<file path="src/tam_pkg.sv">
/*
  Shared constants and types for the trim and adjust-mode register bank:
  register indices, field positions, reset values, field codes and the
  decoded control bundle handed to the analog side.
  Assumes: included before every tam_* design file.
*/
// Notes on behaviour
// Coarse reference at 0x1B bits 4:0: bit 4 sign, bits 3:0 magnitude.
// Fine reference at 0x1C bits 5:0, magnitude only, sign from coarse bit 4.
// Judge threshold 10-bit signed, 0x1D bits 1:0 high, 0x1E low; range +-450.
// Volatile mode register 0x00: override 6:5, monitor 4:1, store power 0.
// Override 00 normal, 01 force positive, 10 force negative, 11 reserved.
// Monitor selector 0000 normal through 1001 judge threshold; above reserved.
// Store power bit 0 intermittent, 1 always on; set during adjustment.
// Temperature monitor needs the store bit; other monitor modes power store.
// Volatile mode register 0x01: source 5:4, offset 3, sensitivity 2, order 1:0.
// Source 00 external sensor, 01 reference, 10 internal 80mV, 11 reserved.
// Offset drift disable bit: 0 circuit active, 1 circuit disabled.
// Sensitivity drift disable bit: 0 circuit active, 1 circuit disabled.
// Order 00 normal, 01 second-order only, 10 first-order only, 11 reserved.
// Volatile override wins over the stored judge control field.
// Reserved bits and codes read zero; reserved code leaves default behaviour.
package tam_pkg;

  // ==========================================================================
  // Register indices (byte address is four times the index)
  localparam logic [5:0] IDX_ADJ_ONE    = 6'h00;
  localparam logic [5:0] IDX_ADJ_TWO    = 6'h01;
  localparam logic [5:0] IDX_REF_COARSE = 6'h1B;
  localparam logic [5:0] IDX_REF_FINE   = 6'h1C;
  localparam logic [5:0] IDX_THR_HIGH   = 6'h1D;
  localparam logic [5:0] IDX_THR_LOW    = 6'h1E;

  // ==========================================================================
  // Field positions
  localparam int COARSE_SIGN_POS = 4;
  localparam int OVERRIDE_LSB    = 5;
  localparam int MONITOR_LSB     = 1;
  localparam int STORE_POS       = 0;
  localparam int SOURCE_LSB      = 4;
  localparam int OFS_DRIFT_POS   = 3;
  localparam int SENS_DRIFT_POS  = 2;
  localparam int ORDER_LSB       = 0;

  // ==========================================================================
  // Writable masks and reset values
  localparam logic [7:0] MASK_ADJ_ONE    = 8'h7F;
  localparam logic [7:0] MASK_ADJ_TWO    = 8'h3F;
  localparam logic [7:0] MASK_REF_COARSE = 8'h1F;
  localparam logic [7:0] MASK_REF_FINE   = 8'h3F;
  localparam logic [7:0] MASK_THR_HIGH   = 8'h03;
  localparam logic [7:0] MASK_THR_LOW    = 8'hFF;
  localparam logic [7:0] RST_REG         = 8'h00;

  // ==========================================================================
  // Field codes
  localparam logic [1:0] CODE2_NORMAL   = 2'h0;
  localparam logic [1:0] CODE2_RESERVED = 2'h3;
  localparam logic [1:0] OVR_FORCE_POS  = 2'h1;
  localparam logic [1:0] OVR_FORCE_NEG  = 2'h2;
  localparam logic [1:0] ORD_SECOND     = 2'h1;
  localparam logic [1:0] ORD_FIRST      = 2'h2;
  localparam logic [3:0] MON_NORMAL     = 4'h0;
  localparam logic [3:0] MON_TEMP       = 4'h4;
  localparam logic [3:0] MON_LAST       = 4'h9;
  localparam int         MON_COUNT      = 10;
  localparam logic signed [9:0] THR_MAX = 10'sh1C2;
  localparam logic signed [9:0] THR_MIN = -10'sh1C2;

  // Decoded control bundle
  typedef struct packed {
    logic              coarse_sign;
    logic [3:0]        coarse_mag;
    logic              fine_sign;
    logic [5:0]        fine_mag;
    logic signed [9:0] threshold;
    logic              threshold_ok;
    logic              force_positive;
    logic              force_negative;
    logic [3:0]        monitor_selector;
    logic              store_power_on;
    logic [1:0]        input_source_select;
    logic              offset_drift_on;
    logic              sensitivity_drift_on;
    logic              first_order_only;
    logic              second_order_only;
  } tam_ctrl_s;

endpackage

</file>
<file path="src/tam_wb_ack.sv">
/*
  Classic Wishbone acknowledge generator: one-cycle ack for each request.
  Assumes: a classic single-cycle master that holds the request until ack.
*/
`timescale 1ns/10ps
`default_nettype none
module tam_wb_ack (
  // Clock, reset, enable
  input  wire logic i_clock,
  input  wire logic i_sys_rst,
  input  wire logic i_clk_en,
  // Request
  input  wire logic i_cyc,
  input  wire logic i_stb,
  // Answer
  output logic      o_ack,
  output logic      o_take
);

  // ==========================================================================
  // Handshake
  logic ack;
  logic next_ack;

  // Ack drops after one cycle so a held request is never taken twice
  assign o_take   = i_cyc & i_stb & ~ack & i_clk_en;
  assign next_ack = o_take;
  assign o_ack    = ack;

  // Ack register
  always_ff @(posedge i_clock) begin
    if (i_sys_rst) begin
      ack <= 1'b0;
    end else if (i_clk_en) begin
      ack <= next_ack;
    end
  end

endmodule
`default_nettype wire

</file>
<file path="src/tam_mode_decode.sv">
/*
  Combinational decode of the stored register bytes into control fields.
  Assumes: inputs already hold only legal or defaulted codes.
*/
`timescale 1ns/10ps
`default_nettype none
module tam_mode_decode
  import tam_pkg::*;
(
  // Register bytes
  input  wire logic [7:0] i_adj_one,
  input  wire logic [7:0] i_adj_two,
  input  wire logic [7:0] i_coarse,
  input  wire logic [7:0] i_fine,
  input  wire logic [7:0] i_thr_high,
  input  wire logic [7:0] i_thr_low,
  // Stored judge control from the nonvolatile side
  input  wire logic [1:0] i_stored_judge_control,
  // Decoded bundle
  output tam_ctrl_s       o_ctrl
);

  // ==========================================================================
  // Field extraction
  wire logic [1:0]        override   = i_adj_one[OVERRIDE_LSB +: 2];
  wire logic [3:0]        monitor    = i_adj_one[MONITOR_LSB +: 4];
  wire logic [1:0]        order      = i_adj_two[ORDER_LSB +: 2];
  wire logic signed [9:0] thr        = {i_thr_high[1:0], i_thr_low};
  // Volatile override first, stored field only when volatile is normal
  wire logic [1:0]        judge_eff  = (override != CODE2_NORMAL) ?
                                       override : i_stored_judge_control;
  // Other adjust modes keep the store awake; temperature mode needs the bit
  wire logic              store_auto = (monitor != MON_NORMAL) && (monitor != MON_TEMP);

  // Outputs
  assign o_ctrl.coarse_sign          = i_coarse[COARSE_SIGN_POS];
  assign o_ctrl.coarse_mag           = i_coarse[3:0];
  assign o_ctrl.fine_sign            = i_coarse[COARSE_SIGN_POS];
  assign o_ctrl.fine_mag             = i_fine[5:0];
  assign o_ctrl.threshold            = thr;
  assign o_ctrl.threshold_ok         = (thr >= THR_MIN) && (thr <= THR_MAX);
  assign o_ctrl.force_positive       = (judge_eff == OVR_FORCE_POS);
  assign o_ctrl.force_negative       = (judge_eff == OVR_FORCE_NEG);
  assign o_ctrl.monitor_selector     = monitor;
  assign o_ctrl.store_power_on       = i_adj_one[STORE_POS] | store_auto;
  assign o_ctrl.input_source_select  = i_adj_two[SOURCE_LSB +: 2];
  assign o_ctrl.offset_drift_on      = ~i_adj_two[OFS_DRIFT_POS];
  assign o_ctrl.sensitivity_drift_on = ~i_adj_two[SENS_DRIFT_POS];
  assign o_ctrl.first_order_only     = (order == ORD_FIRST);
  assign o_ctrl.second_order_only    = (order == ORD_SECOND);

endmodule
`default_nettype wire

</file>
<file path="src/tam_regs.sv">
/*
  Trim and adjust-mode register bank top level: six 8-bit registers behind
  a classic Wishbone slave, with decoded and registered control outputs.
  Assumes: one clock, synchronous active-high reset, synchronous inputs,
  32-bit bus data with each register in the low byte of one aligned word.
*/
// Decided for this implementation: the Wishbone slave port.
`timescale 1ns/10ps
`default_nettype none
module tam_regs
  import tam_pkg::*;
#(
  parameter int ADR_W = 8,
  parameter int DAT_W = 32
) (
  // Clock, reset, enable
  input  wire logic               i_clock,
  input  wire logic               i_sys_rst,
  input  wire logic               i_clk_en,
  // Wishbone slave
  input  wire logic               i_wb_cyc,
  input  wire logic               i_wb_stb,
  input  wire logic               i_wb_we,
  input  wire logic [ADR_W-1:0]   i_wb_adr,
  input  wire logic [DAT_W-1:0]   i_wb_dat,
  input  wire logic [DAT_W/8-1:0] i_wb_sel,
  output logic      [DAT_W-1:0]   o_wb_dat,
  output logic                    o_wb_ack,
  // Nonvolatile judge control field
  input  wire logic [1:0]         i_stored_judge_control,
  // Decoded controls
  output tam_ctrl_s               o_ctrl,
  output logic [MON_COUNT-1:0]    o_monitor_route
);

  // ==========================================================================
  // Elaboration checks
  // Index needs six address bits above the two byte bits
  generate
    if (ADR_W < 8) begin : g_bad_adr
      $error("tam_regs: ADR_W must be at least 8");
    end
    if (DAT_W < 8 || (DAT_W % 8) != 0) begin : g_bad_dat
      $error("tam_regs: DAT_W must be a multiple of 8, at least 8");
    end
  endgenerate

  // ==========================================================================
  // Functions
  // Reserved two-bit codes fall back to the default code
  function automatic logic [1:0] fix2(input logic [1:0] code);
    fix2 = (code == CODE2_RESERVED) ? CODE2_NORMAL : code;
  endfunction

  // Reserved monitor codes fall back to normal operation
  function automatic logic [3:0] fix_mon(input logic [3:0] code);
    fix_mon = (code > MON_LAST) ? MON_NORMAL : code;
  endfunction

  // Register index hit test, shared by write and read decode
  function automatic logic hit(input logic [5:0] idx, input logic [5:0] want);
    hit = (idx == want);
  endfunction

  // ==========================================================================
  // Bus handshake
  logic take;

  tam_wb_ack u_ack (
    .i_clock   (i_clock),
    .i_sys_rst (i_sys_rst),
    .i_clk_en  (i_clk_en),
    .i_cyc     (i_wb_cyc),
    .i_stb     (i_wb_stb),
    .o_ack     (o_wb_ack),
    .o_take    (take)
  );

  // ==========================================================================
  // Address decode
  // Upper address bits must be zero so aliases do not reach the bank
  wire logic [5:0] idx      = i_wb_adr[7:2];
  wire logic       upper_ok = (ADR_W == 8) ? 1'b1 : ~|(i_wb_adr >> 8);
  wire logic       wr_go    = take & i_wb_we & i_wb_sel[0] & upper_ok;
  wire logic       rd_go    = take & ~i_wb_we;

  wire logic sel_adj_one = upper_ok & hit(idx, IDX_ADJ_ONE);
  wire logic sel_adj_two = upper_ok & hit(idx, IDX_ADJ_TWO);
  wire logic sel_coarse  = upper_ok & hit(idx, IDX_REF_COARSE);
  wire logic sel_fine    = upper_ok & hit(idx, IDX_REF_FINE);
  wire logic sel_thr_hi  = upper_ok & hit(idx, IDX_THR_HIGH);
  wire logic sel_thr_lo  = upper_ok & hit(idx, IDX_THR_LOW);

  // ==========================================================================
  // Write data cleanup
  wire logic [7:0] wbyte = i_wb_dat[7:0];

  // Mode register one: reserved bit 7 dropped, reserved codes defaulted
  wire logic [7:0] w_adj_one = {1'b0,
                                fix2(wbyte[OVERRIDE_LSB +: 2]),
                                fix_mon(wbyte[MONITOR_LSB +: 4]),
                                wbyte[STORE_POS]};

  // Mode register two: bits 7:6 dropped, reserved codes defaulted
  wire logic [7:0] w_adj_two = {2'b00,
                                fix2(wbyte[SOURCE_LSB +: 2]),
                                wbyte[OFS_DRIFT_POS],
                                wbyte[SENS_DRIFT_POS],
                                fix2(wbyte[ORDER_LSB +: 2])};

  // Reference and threshold bytes keep only their field bits
  wire logic [7:0] w_coarse = wbyte & MASK_REF_COARSE;
  wire logic [7:0] w_fine   = wbyte & MASK_REF_FINE;
  wire logic [7:0] w_thr_hi = wbyte & MASK_THR_HIGH;
  wire logic [7:0] w_thr_lo = wbyte & MASK_THR_LOW;

  // ==========================================================================
  // Register storage
  // Both mode registers are volatile: reset returns them to normal mode
  logic [7:0] adj_one;
  logic [7:0] adj_two;
  logic [7:0] coarse;
  logic [7:0] fine;
  logic [7:0] thr_hi;
  logic [7:0] thr_lo;

  // Mode register one
  always_ff @(posedge i_clock) begin
    if (i_sys_rst) begin
      adj_one <= RST_REG;
    end else if (wr_go && sel_adj_one) begin
      adj_one <= w_adj_one;
    end
  end

  // Mode register two
  always_ff @(posedge i_clock) begin
    if (i_sys_rst) begin
      adj_two <= RST_REG;
    end else if (wr_go && sel_adj_two) begin
      adj_two <= w_adj_two;
    end
  end

  // Coarse reference
  always_ff @(posedge i_clock) begin
    if (i_sys_rst) begin
      coarse <= RST_REG;
    end else if (wr_go && sel_coarse) begin
      coarse <= w_coarse;
    end
  end

  // Fine reference
  always_ff @(posedge i_clock) begin
    if (i_sys_rst) begin
      fine <= RST_REG;
    end else if (wr_go && sel_fine) begin
      fine <= w_fine;
    end
  end

  // Threshold halves are written independently; software owns ordering
  always_ff @(posedge i_clock) begin
    if (i_sys_rst) begin
      thr_hi <= RST_REG;
      thr_lo <= RST_REG;
    end else if (wr_go) begin
      if (sel_thr_hi) begin
        thr_hi <= w_thr_hi;
      end
      if (sel_thr_lo) begin
        thr_lo <= w_thr_lo;
      end
    end
  end

  // ==========================================================================
  // Read path
  // Unmapped indices answer with zero so software sees a defined value
  wire logic [7:0] rd_byte =
    sel_adj_one ? adj_one :
    sel_adj_two ? adj_two :
    sel_coarse  ? coarse  :
    sel_fine    ? fine    :
    sel_thr_hi  ? thr_hi  :
    sel_thr_lo  ? thr_lo  : 8'h00;

  logic [DAT_W-1:0] rd_data;

  // Read data held until the next read is taken
  always_ff @(posedge i_clock) begin
    if (i_sys_rst) begin
      rd_data <= '0;
    end else if (rd_go) begin
      rd_data <= {{(DAT_W-8){1'b0}}, rd_byte};
    end
  end

  assign o_wb_dat = rd_data;

  // ==========================================================================
  // Control decode
  tam_ctrl_s next_ctrl;

  tam_mode_decode u_dec (
    .i_adj_one              (adj_one),
    .i_adj_two              (adj_two),
    .i_coarse               (coarse),
    .i_fine                 (fine),
    .i_thr_high             (thr_hi),
    .i_thr_low              (thr_lo),
    .i_stored_judge_control (fix2(i_stored_judge_control)),
    .o_ctrl                 (next_ctrl)
  );

  // ==========================================================================
  // Monitor routing one-hot
  // One line per internal quantity; line 0 means normal operation
  logic [MON_COUNT-1:0] next_route;

  genvar gi;
  generate
    for (gi = 0; gi < MON_COUNT; gi++) begin : g_route
      assign next_route[gi] = (adj_one[MONITOR_LSB +: 4] == 4'(gi));
    end
  endgenerate

  // ==========================================================================
  // Registered outputs
  // One cycle of latency after a write keeps the analog controls glitch free
  tam_ctrl_s            ctrl;
  logic [MON_COUNT-1:0] route;

  always_ff @(posedge i_clock) begin
    if (i_sys_rst) begin
      ctrl  <= '{offset_drift_on: 1'b1, sensitivity_drift_on: 1'b1,
                 threshold_ok: 1'b1, default: '0};
      route <= MON_COUNT'(1);
    end else if (i_clk_en) begin
      ctrl  <= next_ctrl;
      route <= next_route;
    end
  end

  assign o_ctrl          = ctrl;
  assign o_monitor_route = route;

endmodule
`default_nettype wire

</file>
<file path="config.mk">
export PLATFORM = sky130hd
export DESIGN_NAME = tam_regs
export DESIGN_NICKNAME = d
export VERILOG_FILES = /design/src/tam_pkg.sv /design/src/tam_wb_ack.sv /design/src/tam_mode_decode.sv /design/src/tam_regs.sv
export SDC_FILE = /design/constraint.sdc
export NUM_CORES = 1
export LEC_CHECK = 0
export BUFFER_PORTS_ARGS = -buffer_cell sky130_fd_sc_hd__buf_4
export CAP_MARGIN = 20
export CORE_ASPECT_RATIO = 0.5
export CORE_UTILIZATION = 50
export DETAILED_ROUTE_END_ITERATION = 8
export GPL_TIMING_DRIVEN = 1
export PLACE_DENSITY_LB_ADDON = 0.05
export SYNTH_ARGS = -nofsm -noshare
export SYNTH_HDL_FRONTEND = slang
export SYNTH_SLANG_ARGS = --single-unit
</file>
<file path="constraint.sdc">
create_clock -name i_clock -period 1.9 [get_ports i_clock]
set_input_delay 0.285 -clock i_clock [delete_from_list [all_inputs] [get_ports i_clock]]
set_output_delay 0.285 -clock i_clock [all_outputs]
set_load 0.01 [all_outputs]
</file>
==> results.sh <==
export IMPL_routed_wirelength_mm=9.588
export IMPL_async_reset_ff_share_pct=0
export IMPL_die_x_um=127.7
export IMPL_min_from="i_wb_dat[7]"
export IMPL_crit_fanout=7
export IMPL_reg2reg_from="u_ack.o_ack"
export IMPL_timing_rr_end="fine[4]"
export IMPL_port_buffers=77
export IMPL_clock_sinks=88
export IMPL_core_area_um2=7487
export IMPL_cp_arrival_ns=1.93
export IMPL_fmax_mhz=578.8
export IMPL_required_ns=2.10
export IMPL_ios=131
export IMPL_ff2ff_path_depth=4
export IMPL_r2r_setup_slack_ns=0.17
export IMPL_multiInputGateArea_um2=1969
export IMPL_fin_util_pct=65.63
export IMPL_synth_top_area_share_pct=44.57
export IMPL_nNetsFinal=564
export IMPL_yosysMostFrequentCell="dfxtp_1"
export IMPL_netlist_area_um2=3953
export IMPL_hpwl_mm=6.723
export IMPL_maxCapViolCount=0
export IMPL_hold_viol=0
export IMPL_ys_top_cells_by_count="dfxtp_1, nor2_1, mux2i_1, a21oi_1, buf_4"
export IMPL_dr_pass1_iters=4
export IMPL_dp_slack_ns=0.02613
export IMPL_worstMarginPinSlew_ns=0.5876
export IMPL_clock_path_buffers=2
export IMPL_hp_class="in2reg"
export IMPL_diodes=0
export IMPL_yosysUniqueCellTypes=47
export IMPL_status="completed"
export IMPL_fin_cells=625
export IMPL_drcViolationCount=0
export IMPL_finalMaxSlewViolations=0
export IMPL_clock_skew_ns=0.005287
export IMPL_synthTopCellsByArea="dfxtp_1, mux2i_1, nor2_1"
export IMPL_grt_overflow_total=0
export IMPL_postSynthAreaPerCell_um2=9.128
export IMPL_place_gp_congestion=0.8033
export IMPL_clock_root_buffer="clkbuf_16"
export IMPL_cts_tree="built"
export IMPL_fill_cells=661
export IMPL_grt_max_degree=51
export IMPL_whs_endpoint="thr_lo[7]"
export IMPL_fin_crit_sh_pct=90.93
export IMPL_tns_ns=0
export IMPL_cts_setup_buffers=0
export IMPL_fp_dieH_um=64.87
export IMPL_yosys_warnings=0
export IMPL_grt_pass1_vias=2912
export IMPL_fin_crit_ns=1.728
export IMPL_clk_pin_slew_ns=0.06
export IMPL_synthFlopType="dfxtp_1"
export IMPL_area_growth_pct=24.31
export IMPL_power_density_nw_per_um2=811.6
export IMPL_dieArea_um2=8286
export IMPL_rsz0062_at_grt="false"
export IMPL_grt_pass1_wl_mm=15.24
export IMPL_wl_per_cell_um=15.34
export IMPL_initial_core_util_pct=52.79
export IMPL_drive_above_1_share_pct=23.40
export IMPL_postCtsHoldBufs=0
export IMPL_synth_edff_count=0
export IMPL_grt_use_total_pct=24.15
export IMPL_detail_route_antenna_nets=0
export IMPL_drt_iter0_drc=168
export IMPL_antenna_found_initial=0
export IMPL_hold_path_depth=3
export IMPL_cts_buffers=9
export IMPL_cts_resized=0
export IMPL_dp_cells=609
export IMPL_via_per_inst=5.352
export IMPL_cts_max_level=3
export IMPL_regArea_um2=1762
export IMPL_crit_type="reg2reg"
export IMPL_vias=3345
export IMPL_setup_violations=0
export IMPL_syn_inst=433
export IMPL_worstSetupStartpointType="register"
export IMPL_clk_latency_ns=0.34
export IMPL_peakVddDrop_mv=0.4186
export IMPL_p_leak_nw=1.986
export IMPL_setup_ws_ns=0.1724
export IMPL_rows=22
export IMPL_slew_headroom_pct=60.68
export IMPL_yosysSeqAreaShare_pct=44.57
export IMPL_end_kind="register"
export IMPL_synth_seq_cells=88
export IMPL_yosysTopAreaCell="dfxtp_1"
==> metrics by stage <==
step,total power (W),hold slack [ns],area (µm²)
final,0.003988,0.2096,4913
after global routing,0.004134,0.2227,4913
after CTS,0.004017,0.2050,4913
after detailed placement,0.002153,0.4484,4598
after global placement,0.002152,0.4444,4598
after floorplan,0.002083,0.4322,4039
==> per-layer routing <==
| metal | wire length (µm) | up-vias | GRT usage (%) |
|---|---|---|---|
| met2 | 4099 | 124 | 35.46 |
| met3 | 539 | 6 | 6.441 |
| li1 | - | 1658 | - |
| met1 | 4892 | 1557 | 34.56 |
| met4 | 55 | 0 | 6.618 |
| met5 | 0 | - | 0 |
==> worst max-delay path: stages (launching register included) <==
cell	delay, ns
dfxtp_1	0.33
nand4b_4	0.26
or4_1	0.69
o21ai_0	0.22
a21oi_1	0.08
==> sequential cells by signal, indices dropped and copies added (netlist names) <==
signal / flops
adj_one: 7
adj_two: 6
coarse: 5
fine: 6
o_ctrl: 35
o_monitor_route: 10
o_wb_dat: 8
thr_hi: 2
thr_lo: 8
u_ack.o_ack: 1
==> worst max path at each step <==
stage | cells past startpoint | to | slack, ns | startpoint
after global routing | 4 | fine[4] | 0.08 | u_ack.o_ack
after floorplan | 4 | adj_one[6] | 0.17 | i_wb_adr[4]
after CTS | 4 | fine[4] | 0.18 | u_ack.o_ack
after global placement | 6 | adj_one[3] | 0.08 | i_wb_adr[4]
final | 4 | fine[4] | 0.17 | u_ack.o_ack
after detailed placement | 6 | adj_one[3] | 0.03 | i_wb_adr[4]
==> placed cells by master (no fill, tap or decap), types with 4 or more instances in the layout <==
master     netlist  routed
a211o_1          4       4
nor3_1           7       7
o21ai_0         16      16
a21oi_1         25      25
mux2i_1         51      51
inv_1            7       7
nand2_1         16      16
nor4_1           5       5
buf_4           25      94
dfxtp_1         88      88
nand3_1         24      24
conb_1           1      24
a22oi_1          8       8
clkbuf_16        0       9
nor2b_1         10      10
nand2b_1         7       7
nor2_1          65      65
o22ai_1          4       4
==> report_power, final <==
group          total, W  internal (W)  leakage [nW]  switching (W)
registers       0.00186       0.00185         0.710     0.00000442
logic          0.000258     0.0000928          1.12       0.000166
clock network   0.00187       0.00119         0.154       0.000686
==> kinds of logic (layout without fill, tap and decap cells) <==
family | after synthesis | count (layout) | share of synthesized area [%]
buf+inv | 56 | 117 | 7.787
mux | 54 | 54 | 13.77
flops | 88 | 88 | 44.57
compound gates | 75 | 75 | 11.90
simple gates | 159 | 159 | 21.87
other cells | 1 | 24 | 0.09488
==> layout make-up <==
cell class,count,area share [%]
inverters,7,0.5348
clock inverters,3,1.324
multi-input cells,312,40.08
flip-flops and latches,88,35.85
repair buffers,94,14.36
clock buffers,13,5.093
well taps,108,2.750
No activity file was read; power rests on OpenSTA's default activity.
